[config.mk]
export PLATFORM = sky130hd
export DESIGN_NAME = csw_top
export DESIGN_NICKNAME = d
export VERILOG_FILES = /design/src/design/csw_pkg.sv /design/src/design/csw_tick_if.sv /design/src/design/csw_top.sv /design/src/design/csw_tick_gen.sv
export VERILOG_INCLUDE_DIRS = /design/src /design/src/design
export SDC_FILE = /design/constraint.sdc
export NUM_CORES = 1
export LEC_CHECK = 0
export BUFFER_PORTS_ARGS = -buffer_cell sky130_fd_sc_hd__clkbuf_2
export CORE_MARGIN = 2
export CORE_UTILIZATION = 47
export DETAILED_ROUTE_END_ITERATION = 12
export PLACE_DENSITY_LB_ADDON = 0.25
export SYNTH_ARGS = -nofsm -noshare
export SYNTH_HDL_FRONTEND = slang
export SYNTH_SLANG_ARGS = --single-unit
[constraint.sdc]
create_clock -name sys_clk -period 4 [get_ports sys_clk]
set_input_delay 0.8 -clock sys_clk [delete_from_list [all_inputs] [get_ports sys_clk]]
set_output_delay 0.8 -clock sys_clk [all_outputs]
set_load 0.05 [all_outputs]
[src/design/csw_consts.svh]
`ifndef CSW_CONSTS_SVH
`define CSW_CONSTS_SVH

// Clock and tick prescaling
`define CSW_CLK_MHZ 40
`define CSW_CLK_NS 25
`define CSW_US_CYCLES (`CSW_CLK_MHZ * 1)
`define CSW_US_PER_MS 1000
`define CSW_MS_PER_S 1000

// Synchroniser bit positions
`define CSW_NUM_SYNC 11
`define CSW_IDX_PWM 0
`define CSW_IDX_EAO 1
`define CSW_IDX_BOOT 2
`define CSW_IDX_UCP 3
`define CSW_IDX_AVG_LO 4
`define CSW_IDX_AVG_HI 5
`define CSW_IDX_BATLOW 6
`define CSW_IDX_INOC 7
`define CSW_IDX_ADPLO 8
`define CSW_IDX_PEAK 9
`define CSW_IDX_OVP 10

// Option field positions
`define CSW_OPT_INHIBIT_BIT 0
`define CSW_OPT_INOC_EN_BIT 1
`define CSW_OPT_WD_LSB 13
`define CSW_OPT_WD_MSB 14

// Watchdog periods in seconds, selected by the option field
`define CSW_WD_SEL_OFF 2'h0
`define CSW_WD_SEL_44 2'h1
`define CSW_WD_SEL_88 2'h2
`define CSW_WD_SEL_175 2'h3
`define CSW_WD_44_S 44
`define CSW_WD_88_S 88
`define CSW_WD_175_S 175

// Fault timing
`define CSW_INOC_BLANK_US 4200
`define CSW_OVP_MS 30
`define CSW_LOWV_LIMIT_MS 1
`define CSW_LOWV_WAIT_MAX_MS 5
`define CSW_DEAD_NS 50
`define CSW_DEAD_CYCLES ((`CSW_DEAD_NS + `CSW_CLK_NS - 1) / `CSW_CLK_NS)

// Current targets in mA
`define CSW_SS_START_MA 128
`define CSW_SS_STEP_MA 64
`define CSW_SS_STEP_US 240
`define CSW_LOWV_CAP_MA 500
`define CSW_OCP_MID_FROM_MA 4096
`define CSW_OCP_HIGH_FROM_MA 6144
`define CSW_OCP_6A 2'h0
`define CSW_OCP_9A 2'h1
`define CSW_OCP_12A 2'h2

`endif

[src/design/csw_pkg.sv]
package csw_pkg;

  typedef enum logic [2:0] {
    PWM_IDLE = 3'h0,
    PWM_DEAD_H = 3'h1,
    PWM_HIGH = 3'h3,
    PWM_DEAD_L = 3'h2,
    PWM_LOW = 3'h6,
    PWM_OFF = 3'h7
  } csw_pwm_state_type;

  typedef enum logic [1:0] {
    LOWV_IDLE = 2'h0,
    LOWV_LIMIT = 2'h1,
    LOWV_WAIT = 2'h3
  } csw_lowv_state_type;

  typedef struct packed {
    logic [11:0] us_cnt;
    logic [11:0] ms_cnt;
    logic [11:0] s_cnt;
    logic us;
    logic ms;
    logic s;
  } csw_tick_state_type;

  typedef struct packed {
    logic [10:0] sync1;
    logic [10:0] sync2;
    logic pwm_prev;
    csw_pwm_state_type pwm;
    logic [3:0] dead_cnt;
    logic refresh;
    logic [7:0] wd_cnt;
    logic wd_exp;
    logic [12:0] inoc_cnt;
    logic inoc_lat;
    logic [5:0] ovp_cnt;
    logic ovp_off;
    csw_lowv_state_type lowv;
    logic [11:0] lowv_cnt;
    logic nonsync;
    logic [7:0] ss_cnt;
    logic [15:0] target;
    logic chg;
    logic hs;
    logic ls;
    logic sink;
    logic adp;
    logic [1:0] ocp_lvl;
  } csw_state_type;

endpackage : csw_pkg

[src/design/csw_tick_if.sv]
`timescale 1ns/1ps
interface csw_tick_if;
  logic us_tick;
  logic ms_tick;
  logic s_tick;
  modport src (output us_tick, output ms_tick, output s_tick);
  modport dst (input us_tick, input ms_tick, input s_tick);
endinterface : csw_tick_if

[src/design/csw_top.sv]
// Overview of operation
// RULE1 - Charging stops when no voltage or current limit write arrives within the watchdog period.
// RULE2 - Watchdog expiry only suspends charge; no setting held elsewhere is altered.
// RULE3 - A voltage or current limit write restarts the watchdog and resumes charge.
// RULE4 - Option bits 14:13 pick watchdog off, 44 s, 88 s or 175 s.
// RULE5 - After expiry, writing the watchdog field to off also resumes charge.
// RULE6 - High side on while error above ramp, then low side until cycle end.
// RULE7 - Every switch hand-over passes a dead time with both gates off.
// RULE8 - Low bootstrap voltage starts a refresh pulse on the low side switch.
// RULE9 - Low side switch turns off when sense voltage falls below 5 mV.
// RULE10 - Low average current or low battery holds low side off except refresh.
// RULE11 - Synchronous switching returns once average current rises above 250 mA.
// RULE12 - Input overcurrent past 4.2 ms blanking latches adapter switch off until adapter removal.
// RULE13 - Option bit 1 enables or disables input overcurrent protection.
// RULE14 - Peak overcurrent ends the high side pulse until the next cycle.
// RULE15 - Peak overcurrent threshold picked from three levels by programmed current.
// RULE16 - Battery overvoltage blocks turn-on of both switches.
// RULE17 - Battery overvoltage lasting over 30 ms disables charging completely.
// RULE18 - Discharge sink is on only during battery overvoltage.
// RULE19 - A zero voltage limit never triggers battery overvoltage.
// RULE20 - Low battery limits current, resets charge after 1 ms, resumes after 4-5 ms.
// RULE21 - Low battery caps current at 0.5 A and keeps low side off.
// RULE22 - Soft start begins at 128 mA, adds 64 mA every 240 us.
// RULE23 - Option bit 0 high inhibits charging; low permits it.
// RULE24 - Comparator inputs are synchronised; timers count prescaled ticks, except the dead time, which counts sys_clk cycles.
// RULE25 - Each fault and suspension cause is a flag gating charge enable; battery overvoltage before shutdown gates only the switches through run.
`timescale 1ns/1ps
`include "csw_consts.svh"
module csw_top
  import csw_pkg::*;
#(
  parameter int US_CYCLES = `CSW_US_CYCLES,
  parameter int US_PER_MS = `CSW_US_PER_MS,
  parameter int MS_PER_S = `CSW_MS_PER_S,
  parameter int INOC_BLANK_US = `CSW_INOC_BLANK_US,
  parameter int DEAD_CYCLES = `CSW_DEAD_CYCLES
) (
  input wire logic sys_clk,
  input wire logic rst_n,
  input wire logic pwm_clk,
  input wire logic error_amp_out,
  input wire logic bootstrap_low,
  input wire logic undercurrent_cmp,
  input wire logic avg_below_125ma,
  input wire logic avg_above_250ma,
  input wire logic battery_low,
  input wire logic input_overcurrent,
  input wire logic adapter_detect_low,
  input wire logic peak_overcurrent,
  input wire logic battery_overvoltage,
  input wire logic voltage_limit_write,
  input wire logic current_limit_write,
  input wire logic option_write,
  input wire logic [15:0] option_settings,
  input wire logic [15:0] voltage_limit,
  input wire logic [15:0] current_limit,
  input wire logic adapter_ready,
  output logic high_side_switch,
  output logic low_side_switch,
  output logic adapter_switch,
  output logic discharge_sink,
  output logic charge_active,
  output logic watchdog_expired,
  output logic input_oc_latched,
  output logic ovp_shutdown,
  output logic nonsync_mode,
  output logic [1:0] peak_ocp_level,
  output logic [15:0] current_target
);

  csw_tick_if tick_bus ();

  csw_tick_gen #(
    .US_CYCLES(US_CYCLES),
    .US_PER_MS(US_PER_MS),
    .MS_PER_S(MS_PER_S)
  ) u_tick (
    .sys_clk(sys_clk),
    .rst_n(rst_n),
    .tick(tick_bus)
  );

  csw_state_type state_ff;
  csw_state_type nxt_state;
  logic [10:0] raw_in;
  logic ovp_now;
  logic chg_ok;
  logic run;

  assign raw_in = {battery_overvoltage, peak_overcurrent, adapter_detect_low, input_overcurrent,
                   battery_low, avg_above_250ma, avg_below_125ma, undercurrent_cmp,
                   bootstrap_low, error_amp_out, pwm_clk};

  // Zero voltage limit disarms overvoltage detection
  assign ovp_now = state_ff.sync2[`CSW_IDX_OVP] && (voltage_limit != 16'h0000); // RULE16 RULE19

  // Watchdog, input overcurrent and overvoltage shutdown causes are held flags; no setting is cleared on expiry
  assign chg_ok = !option_settings[`CSW_OPT_INHIBIT_BIT] && !state_ff.wd_exp && // RULE23 RULE1 RULE2
                  !state_ff.inoc_lat && !state_ff.ovp_off && (state_ff.lowv != LOWV_WAIT) && // RULE25
                  (voltage_limit != 16'h0000) && (current_limit != 16'h0000) && adapter_ready;
  assign run = chg_ok && !ovp_now;

  function automatic logic [7:0] wd_period(input logic [1:0] sel);
    logic [7:0] p;
    case (sel)
      `CSW_WD_SEL_44: p = 8'(`CSW_WD_44_S);
      `CSW_WD_SEL_88: p = 8'(`CSW_WD_88_S);
      default: p = 8'(`CSW_WD_175_S);
    endcase
    return p;
  endfunction : wd_period

  always_comb begin
    logic cyc_start;
    logic [1:0] wd_sel;
    logic [16:0] ss_sum;
    logic [15:0] ss_next;
    cyc_start = 1'b0;
    wd_sel = option_settings[`CSW_OPT_WD_MSB:`CSW_OPT_WD_LSB];
    ss_sum = 17'h0_0000;
    ss_next = 16'h0000;
    nxt_state = state_ff;

    // Comparator outputs are asynchronous to sys_clk
    nxt_state.sync1 = raw_in; // RULE24
    nxt_state.sync2 = state_ff.sync1; // RULE24
    nxt_state.pwm_prev = state_ff.sync2[`CSW_IDX_PWM];
    cyc_start = state_ff.sync2[`CSW_IDX_PWM] && !state_ff.pwm_prev;

    // Watchdog: limit writes restart it; selecting off releases a suspension
    if (wd_sel == `CSW_WD_SEL_OFF) begin
      nxt_state.wd_cnt = 8'h00;
    end else if (tick_bus.s_tick && !state_ff.wd_exp) begin
      nxt_state.wd_cnt = state_ff.wd_cnt + 8'h01;
    end
    if ((wd_sel != `CSW_WD_SEL_OFF) && (state_ff.wd_cnt >= wd_period(wd_sel))) begin
      nxt_state.wd_exp = 1'b1; // RULE1 RULE4
    end
    if (voltage_limit_write || current_limit_write) begin
      nxt_state.wd_cnt = 8'h00; // RULE3
      nxt_state.wd_exp = 1'b0; // RULE3
    end else if (option_write && (wd_sel == `CSW_WD_SEL_OFF)) begin
      nxt_state.wd_exp = 1'b0; // RULE5
    end

    // Input overcurrent: blanking in microseconds, then latch until adapter removal
    if (option_settings[`CSW_OPT_INOC_EN_BIT] && state_ff.sync2[`CSW_IDX_INOC]) begin // RULE13
      if (tick_bus.us_tick && !state_ff.inoc_lat) begin
        nxt_state.inoc_cnt = state_ff.inoc_cnt + 13'h0001;
      end
    end else begin
      nxt_state.inoc_cnt = 13'h0000;
    end
    if (state_ff.sync2[`CSW_IDX_ADPLO]) begin
      nxt_state.inoc_lat = 1'b0; // RULE12
      nxt_state.inoc_cnt = 13'h0000;
    end
    if (state_ff.inoc_cnt >= 13'(INOC_BLANK_US)) begin
      nxt_state.inoc_lat = 1'b1; // RULE12
    end
    nxt_state.adp = !nxt_state.inoc_lat; // RULE12

    // Battery overvoltage duration; a new voltage limit re-arms charging
    if (ovp_now) begin
      if (tick_bus.ms_tick && (state_ff.ovp_cnt <= 6'(`CSW_OVP_MS))) begin
        nxt_state.ovp_cnt = state_ff.ovp_cnt + 6'h01;
      end
    end else begin
      nxt_state.ovp_cnt = 6'h00;
    end
    if (voltage_limit_write) begin
      nxt_state.ovp_off = 1'b0;
    end
    if (state_ff.ovp_cnt > 6'(`CSW_OVP_MS)) begin
      nxt_state.ovp_off = 1'b1; // RULE17
    end
    nxt_state.sink = ovp_now; // RULE18

    // Battery low: limit, reset charge after 1 ms, restart 4-5 ms later
    case (state_ff.lowv)
      LOWV_IDLE: begin
        nxt_state.lowv_cnt = 12'h000;
        if (state_ff.sync2[`CSW_IDX_BATLOW]) begin
          nxt_state.lowv = LOWV_LIMIT;
        end
      end
      LOWV_LIMIT: begin
        if (!state_ff.sync2[`CSW_IDX_BATLOW]) begin
          nxt_state.lowv = LOWV_IDLE;
        end else if (state_ff.lowv_cnt >= 12'(US_PER_MS * `CSW_LOWV_LIMIT_MS)) begin
          nxt_state.lowv = LOWV_WAIT; // RULE20
          nxt_state.lowv_cnt = 12'h000;
        end else if (tick_bus.us_tick) begin
          nxt_state.lowv_cnt = state_ff.lowv_cnt + 12'h001;
        end
      end
      LOWV_WAIT: begin
        // Counting whole ms ticks gives between four and five ms
        if (state_ff.lowv_cnt >= 12'(`CSW_LOWV_WAIT_MAX_MS)) begin
          nxt_state.lowv = LOWV_IDLE; // RULE20
        end else if (tick_bus.ms_tick) begin
          nxt_state.lowv_cnt = state_ff.lowv_cnt + 12'h001;
        end
      end
      default: begin
        nxt_state.lowv = LOWV_IDLE;
      end
    endcase

    // Non-synchronous mode has hysteresis between 125 mA and 250 mA
    if (state_ff.sync2[`CSW_IDX_AVG_LO] || state_ff.sync2[`CSW_IDX_BATLOW]) begin
      nxt_state.nonsync = 1'b1; // RULE10 RULE21
    end else if (state_ff.sync2[`CSW_IDX_AVG_HI]) begin
      nxt_state.nonsync = 1'b0; // RULE11
    end

    // Soft start ramp of the current target
    nxt_state.chg = chg_ok;
    ss_sum = {1'b0, state_ff.target} + 17'(`CSW_SS_STEP_MA);
    ss_next = (ss_sum > {1'b0, current_limit}) ? current_limit : ss_sum[15:0];
    if (!chg_ok) begin
      nxt_state.target = 16'h0000;
      nxt_state.ss_cnt = 8'h00;
    end else if (!state_ff.chg) begin
      nxt_state.target = 16'(`CSW_SS_START_MA); // RULE22
      nxt_state.ss_cnt = 8'h00;
    end else if (state_ff.target > current_limit) begin
      nxt_state.target = current_limit;
    end else if (tick_bus.us_tick) begin
      if (state_ff.ss_cnt >= 8'(`CSW_SS_STEP_US - 1)) begin
        nxt_state.ss_cnt = 8'h00;
        nxt_state.target = ss_next; // RULE22
      end else begin
        nxt_state.ss_cnt = state_ff.ss_cnt + 8'h01;
      end
    end
    if (chg_ok && state_ff.sync2[`CSW_IDX_BATLOW] && (nxt_state.target > 16'(`CSW_LOWV_CAP_MA))) begin
      nxt_state.target = 16'(`CSW_LOWV_CAP_MA); // RULE21
    end

    // Peak overcurrent threshold tracks the programmed current
    if (current_limit >= 16'(`CSW_OCP_HIGH_FROM_MA)) begin
      nxt_state.ocp_lvl = `CSW_OCP_12A; // RULE15
    end else if (current_limit >= 16'(`CSW_OCP_MID_FROM_MA)) begin
      nxt_state.ocp_lvl = `CSW_OCP_9A; // RULE15
    end else begin
      nxt_state.ocp_lvl = `CSW_OCP_6A; // RULE15
    end

    // Switch sequencer; gates follow the next state so outputs never lag it
    if (state_ff.dead_cnt != 4'h0) begin
      nxt_state.dead_cnt = state_ff.dead_cnt - 4'h1;
    end
    case (state_ff.pwm)
      PWM_IDLE: begin
        if (run && cyc_start) begin
          nxt_state.pwm = PWM_DEAD_H;
          nxt_state.dead_cnt = 4'(DEAD_CYCLES - 1);
        end
      end
      PWM_DEAD_H: begin
        if (!run) begin
          nxt_state.pwm = PWM_IDLE;
        end else if (state_ff.dead_cnt == 4'h0) begin
          nxt_state.pwm = PWM_HIGH; // RULE7
        end
      end
      PWM_HIGH: begin
        nxt_state.refresh = 1'b0;
        if (!run) begin
          nxt_state.pwm = PWM_IDLE; // RULE16
        end else if (state_ff.sync2[`CSW_IDX_PEAK] || !state_ff.sync2[`CSW_IDX_EAO] ||
                     state_ff.sync2[`CSW_IDX_BOOT]) begin
          nxt_state.pwm = PWM_DEAD_L; // RULE6 RULE14
          nxt_state.dead_cnt = 4'(DEAD_CYCLES - 1);
          nxt_state.refresh = state_ff.sync2[`CSW_IDX_BOOT]; // RULE8
        end
      end
      PWM_DEAD_L: begin
        if (!run) begin
          nxt_state.pwm = PWM_IDLE;
        end else if (state_ff.dead_cnt == 4'h0) begin
          // Refresh pulses pass even in non-synchronous mode
          if (state_ff.refresh || !state_ff.nonsync) begin // RULE10 RULE8
            nxt_state.pwm = PWM_LOW; // RULE7
          end else begin
            nxt_state.pwm = PWM_OFF;
          end
        end
      end
      PWM_LOW: begin
        if (!run) begin
          nxt_state.pwm = PWM_IDLE;
        end else if (cyc_start) begin
          nxt_state.pwm = PWM_DEAD_H; // RULE6
          nxt_state.dead_cnt = 4'(DEAD_CYCLES - 1);
        end else if (!state_ff.refresh && (state_ff.sync2[`CSW_IDX_UCP] || state_ff.nonsync)) begin
          nxt_state.pwm = PWM_OFF; // RULE9
        end
      end
      PWM_OFF: begin
        if (!run) begin
          nxt_state.pwm = PWM_IDLE;
        end else if (cyc_start) begin
          nxt_state.pwm = PWM_DEAD_H; // RULE14
          nxt_state.dead_cnt = 4'(DEAD_CYCLES - 1);
        end
      end
      default: begin
        nxt_state.pwm = PWM_IDLE;
      end
    endcase
    nxt_state.hs = (nxt_state.pwm == PWM_HIGH);
    nxt_state.ls = (nxt_state.pwm == PWM_LOW);
  end

  always_ff @(posedge sys_clk or negedge rst_n) begin
    if (!rst_n) begin
      state_ff <= '0;
    end else begin
      state_ff <= nxt_state;
    end
  end

  assign high_side_switch = state_ff.hs;
  assign low_side_switch = state_ff.ls;
  assign adapter_switch = state_ff.adp;
  assign discharge_sink = state_ff.sink;
  assign charge_active = state_ff.chg;
  assign watchdog_expired = state_ff.wd_exp;
  assign input_oc_latched = state_ff.inoc_lat;
  assign ovp_shutdown = state_ff.ovp_off;
  assign nonsync_mode = state_ff.nonsync;
  assign peak_ocp_level = state_ff.ocp_lvl;
  assign current_target = state_ff.target;
endmodule : csw_top

[src/design/csw_tick_gen.sv]
`timescale 1ns/1ps
`include "csw_consts.svh"
// One-cycle tick pulses every microsecond, millisecond and second
module csw_tick_gen
  import csw_pkg::*;
#(
  parameter int US_CYCLES = `CSW_US_CYCLES,
  parameter int US_PER_MS = `CSW_US_PER_MS,
  parameter int MS_PER_S = `CSW_MS_PER_S
) (
  input wire logic sys_clk,
  input wire logic rst_n,
  csw_tick_if.src tick
);

  csw_tick_state_type state_ff;
  csw_tick_state_type nxt_state;

  always_comb begin
    nxt_state = state_ff;
    nxt_state.us = 1'b0;
    nxt_state.ms = 1'b0;
    nxt_state.s = 1'b0;
    if (state_ff.us_cnt >= 12'(US_CYCLES - 1)) begin
      nxt_state.us_cnt = 12'h000;
      nxt_state.us = 1'b1;
    end else begin
      nxt_state.us_cnt = state_ff.us_cnt + 12'h001;
    end
    if (state_ff.us) begin
      if (state_ff.ms_cnt >= 12'(US_PER_MS - 1)) begin
        nxt_state.ms_cnt = 12'h000;
        nxt_state.ms = 1'b1;
      end else begin
        nxt_state.ms_cnt = state_ff.ms_cnt + 12'h001;
      end
    end
    if (state_ff.ms) begin
      if (state_ff.s_cnt >= 12'(MS_PER_S - 1)) begin
        nxt_state.s_cnt = 12'h000;
        nxt_state.s = 1'b1;
      end else begin
        nxt_state.s_cnt = state_ff.s_cnt + 12'h001;
      end
    end
  end

  always_ff @(posedge sys_clk or negedge rst_n) begin
    if (!rst_n) begin
      state_ff <= '0;
    end else begin
      state_ff <= nxt_state;
    end
  end

  assign tick.us_tick = state_ff.us;
  assign tick.ms_tick = state_ff.ms;
  assign tick.s_tick = state_ff.s;

endmodule : csw_tick_gen

# Word level (Yosys, flattened, before mapping)

Cells that the tools add are included.

Muxes and demuxes: 67
Add/sub/neg operators: 10
$lt $le $gt $ge: 15
Reductions and logical operators: 52
Equal/unequal tests: 23

Operators with widths:

| operator                                                                               | number |
|---|---|
| 12-bit 2-to-1 mux                                                                      | 8 |
| 24-bit 2-to-1 mux                                                                      | 3 |
| 16-bit 2-to-1 mux                                                                      | 4 |
| 12-bit by 1-bit adder with 12-bit output (second input constant)                       | 4 |
| 8-bit 2-to-1 mux                                                                       | 6 |
| 12-bit by 10-bit greater-or-equal comparator with 1-bit output (second input constant) | 3 |
| 12-bit case mux with 3 select lines                                                    | 1 |
| 16-bit by 13-bit greater-or-equal comparator with 1-bit output (second input constant) | 2 |
| 16-bit nonzero test                                                                    | 2 |
| 3-bit 2-to-1 mux                                                                       | 9 |
| 13-bit 2-to-1 mux                                                                      | 2 |
| 1-bit logical AND                                                                      | 20 |
| 3-bit case mux with 6 select lines                                                     | 1 |
| 16-bit by 7-bit adder with 17-bit output (second input constant)                       | 1 |
| 17-bit by 16-bit > comparator with 1-bit output                                        | 1 |
| 8-bit by 1-bit adder with 8-bit output (second input constant)                         | 2 |
| 16-bit > comparator                                                                    | 1 |
| 16-bit by 9-bit > comparator with 1-bit output (second input constant)                 | 1 |
| 4-bit 2-to-1 mux                                                                       | 4 |
| 4-bit case mux with 4 select lines                                                     | 1 |
| 8-bit case mux with 2 select lines                                                     | 1 |
| 1-bit 2-to-1 mux                                                                       | 15 |
| 14-bit 2-to-1 mux                                                                      | 1 |
| 7-bit 2-to-1 mux                                                                       | 2 |
| other kinds (34)                                                                       | 72 |

Register bits: 146
Input port bits: 65
Output and inout port bits: 27
Word-level logic and storage cells: 196

# Logic depth before layout (Yosys ltp)

Depth after elaboration: 13
Gate-level depth with buffers: 14
Mapped depth without buffers: 13

# Hierarchy

Synthesis repeated with hierarchy kept, for this count alone.

Cells, all modules: 807
Area, all modules: 7913.8 um^2

Modules (own cells, without submodules):

| module       | area an instance (um^2) | instances | cells an instance |
|---|---|---|---|
| csw_top      | 6218.5                  | 1         | 651 |
| csw_tick_gen | 1695.4                  | 1         | 156 |

# Worst setup path before layout

Ideal clock, no wire load.

Kind: register -> register
From: register state_ff, in the netlist current_target[6]
To: register state_ff, in the netlist current_target[4]
Data arrival time: 3.544 ns
Required time: 3.923 ns
Setup slack: 0.378 ns
Stages on the path, launching flop included: 14
Setup time: 0.077 ns
Path buffers: 0
Cell sequence: dfrtp_1 -> ha_1 -> nand3_2 -> nor3_2 -> xnor2_1 -> ha_1 -> nand3_1 -> or2_1 -> a2111oi_2 -> a21oi_2 -> a21oi_1 -> mux2_1 -> or3_1 -> o21ai_1

RTL lines:

| item                   | line           | text |
|---|---|---|
| from (decl)            | csw_top.sv:83  | `csw_state_type state_ff;` |
| from (signal assigned) | csw_top.sv:321 | `state_ff <= nxt_state;` |

==> impl_results.md <==
- Hold_buf cts: 0
- Ant diodes: 0
- Worst Hold Path EP: state_ff[92]$_DFF_PN0_
- Initial Utilization: 0.480
- Worst-path cell chain: nand2_1 > nor3_2 > xnor2_1 > ha_1 > nand3_1 > or2_1 > a221o_1 > a21oi_2 > a21oi_1 > a221o_1 > o311ai_1 > buf_4 > a21oi_1
- Post-cts sizing count: 0
- CP max stage cell: dfrtp_1
- Fin. Hold Viols: 0
- Final GP Congestion: 0.859
- Final slew viol count: 0
- P per Cell Area: 412 nW/µm²
- EDFF count, synth: 0
- Total wire length: 16.3 mm
- Largest net degree at the start of global routing: 87
- Clk_skew: 0.0126 ns
- Num rows: 47
- Critical Path Max Stage Delay: 0.57 ns
- Headroom to the max-slew limit: 0.427
- XOR/XNOR Fraction of Synth Area: 0.0629
- Required @ worst endpoint: 4.29 ns
- Nets: 1039
- Warnings from Yosys: 0
- Num CTS Buffers: 17
- Post-Syn Instances: 840
- Worst-Margin Slew: around 0.86 ns
- Top-Level Pins: 92
- Routed len/inst: 14.1 µm
- Async set or reset register ratio after synthesis: 1.00
- Reg-to-Reg Start: current_target[10]$_DFF_PN0_
- CTS tree: built
- Post-synthesis mux area share: 0.00788
- Mapped cell area: roughly 7900 µm²
- Total core area: 16500 µm²
- CP arrival: a little under 4 ns
- Post-synth top flop: dfrtp_1
- First-pass DRT Iterations: 4
- Fill cells: 1505
- MaxCap Viol Count: 0
- Vias: between 6000 and 7000
- Syn_area_per_cell: 9.45 µm²
- Worst IR drop on VDD: 0.379 mV
- Die Y: ~130 µm
- Clock Latency Late Sink: ~0.42 ns
- Full die area: about 18000 µm²
- Unrepaired setup endpoints after global routing: false
- Total negative slack: 0 ns
- DR iter-0 viols: between 400 and 500
- Synth Area in Simple Gates: 0.204
- Synth cell types: 70
- Layout area overhead: 15.9%
- Number of global-route vias before repair: 5973
- Min Tclk post-route: 3.63 ns
- Synthesis-stage register bit count: 146
- Largest family of logic cells by synthesized area: simple AND/OR/NAND/NOR gates
- Crit path from: current_target[10]$_DFF_PN0_
- Hold path start: nxt_state[92]$_DFF_PN0_
- Worst Path Max Fanout: 10
- Grt ovf: 0
- DPL Wire Length: about 12 mm
- Die X: approximately 130 µm
- Peak Freq: 275 MHz
- Startpoint types: flop
- Post-CTS Setup Bufs: 0
- Share of cells above drive strength 1: 0.149
- R2R cell count: 13
- Status: complete, no violations
- Antenna violations before repair: 0
- Gr usage total: 0.195
- Root buf cell: clkbuf_16
- Tcrit/Tclk final: 0.909
- Post-Place Cell Area: 8550 µm²
- Setup Crit Path Kind: reg2reg
- First-pass GRT wire length: 28.3 mm
- Final-report setup violation count: 0
- CP endpoint kind: flop
- Clock Sinks: 146
- Setup slack, reg-to-reg: roughly 0.37 ns
- Worst Hold Class: reg2reg
- Compound-Gate Fraction of Synth Area: 0.135
- Number of DRC violations after detailed routing: 0
- Vias per cell: 5.29
- Lkg Pwr: 4.36 nW
- Detail Route Antenna Nets: 0
- Worst-path clk slew: 0.07 ns
- Post-route cell area: 9200 µm²
- Adder-cell share of the synthesized area: 0.0788
- Hold depth: 0
- Bufs on Longest Clock Path: 2
- FF-to-FF End: current_target[0]$_DFF_PN0_
- Final Util: 0.557
- Seq/Total Area, Yosys: 0.460
- I/O Buffers: 79
- H-tree levels: 4
[synthesized netlist by cell type, types with 11 or more instances]
master    count  area share
dfrtp_1     146        0.46
nor2_1      106       0.050
nand2_1      73       0.035
inv_1        51       0.024
ha_1         50       0.079
a21oi_1      39       0.025
o21ai_0      34       0.021
xor2_1       32       0.035
nand3_1      30       0.019
xnor2_1      25       0.028
buf_4        18       0.017
nor3_1       17       0.011
and3_1       15       0.012
nand4_1      15       0.012
a211oi_1     14       0.013
nor2b_1      13       0.010
nor4_1       13       0.010
clkbuf_1     11      0.0052
[placed cells by master (no fill, tap or decap), types with 3 or more instances in the layout]
cell type / count
a211oi_1: 14
buf_4: 17
nor4_1: 13
conb_1: 6
o21ai_1: 10
nand2_1: 73
clkinvlp_4: 3
o21a_1: 6
and2_1: 4
xnor2_1: 25
mux2i_1: 4
nor2_1: 106
nand3_1: 30
nand4_1: 15
o211a_1: 3
ha_1: 50
nor3_1: 17
a21o_1: 6
o21ai_0: 34
a211o_1: 7
bufinv_16: 4
and4_1: 4
or3_1: 5
or4_1: 3
and3_1: 15
nor2b_1: 13
clkbuf_2: 78
a221oi_1: 3
nand2b_1: 10
xor2_1: 32
dfrtp_1: 146
o31ai_1: 9
nor3b_1: 4
clkbuf_16: 17
a31oi_1: 9
a21oi_1: 39
inv_1: 51
inv_6: 5
[layout make-up]
class / count / area [µm²] / area share
Clock inverter: 15 / 218 / 0.0237
Inverter: 52 / 195 / 0.0212
Tap cell: 220 / 275 / 0.0299
Sequential cell: 146 / 3650 / 0.397
Clock buffer: 17 / 425 / 0.0463
Timing Repair Buffer: 96 / 529 / 0.0575
Multi-Input combinational cell: 611 / 3900 / 0.424
[where the power goes]
group          total, W  internal [W]  switching (W)
Clock           0.00172       0.00106       0.000660
Sequential      0.00165       0.00157      0.0000860
Combinational  0.000414      0.000173       0.000242
Total           0.00379       0.00280       0.000988
[critical path: cells and delay by family, from the launching register on]
kind            cells  cell delay [ns]
compound gates      6             1.42
simple gates        4             0.92
flops               1             0.57
fa+ha+maj           1             0.30
buf+inv             1             0.18
xor+xnor            1             0.10
[cells by family (layout without fill, tap and decap cells)]
| group | count (synthesis) | in the layout |
|---|---|---|
| buf+inv | 88 | 180 |
| simple gates | 328 | 328 |
| other cells | 1 | 6 |
| mux | 6 | 6 |
| compound gates | 164 | 164 |
| xor+xnor | 57 | 57 |
| fa+ha+maj | 50 | 50 |
| flops | 146 | 146 |
[stage by stage]
stage | setup WS [ns] | hold WS [ns] | power [W] | cells
4_1_cts | 0.347 | 0.350 | 0.00383 | 1157
3_3_place_gp | 0.396 | 0.332 | 0.00208 | 1125
5_1_grt | 0.0592 | 0.355 | 0.00398 | 1157
3_5_place_dp | 0.344 | 0.335 | 0.00209 | 1125
6_report | 0.365 | 0.346 | 0.00379 | 1157
2_1_floorplan | 0.378 | 0.331 | 0.00195 | 845
[state kept, by name (all words and copies together), names as in the netlist]
name,cells
low_side_switch,1
charge_active,1
peak_ocp_level,2
discharge_sink,1
high_side_switch,1
state_ff,68
u_tick.tick.ms_tick,1
current_target,16
adapter_switch,1
input_oc_latched,1
ovp_shutdown,1
u_tick.state_ff,36
u_tick.tick.s_tick,1
u_tick.tick.us_tick,1
nxt_state,12
nonsync_mode,1
watchdog_expired,1
[worst max path at each step]
| stage | to | slack [ns] | cells past startpoint |
|---|---|---|---|
| floorplan | current_target[4]$_DFF_PN0_ | 0.38 | 13 |
| global placement | current_target[3]$_DFF_PN0_ | 0.40 | 14 |
| detailed placement | current_target[0]$_DFF_PN0_ | 0.34 | 14 |
| CTS | current_target[0]$_DFF_PN0_ | 0.35 | 14 |
| global route | current_target[0]$_DFF_PN0_ | 0.06 | 13 |
| finish | current_target[0]$_DFF_PN0_ | 0.37 | 13 |
[routing by layer]
metal,vias up,global-route usage,share of wire
met1,2905,0.262,0.48
met4,0,0.0691,0.018
met5,-,0,0
li1,3089,-,-
met2,106,0.316,0.47
met3,21,0.0408,0.035
No activity file was read; power rests on OpenSTA's default activity.
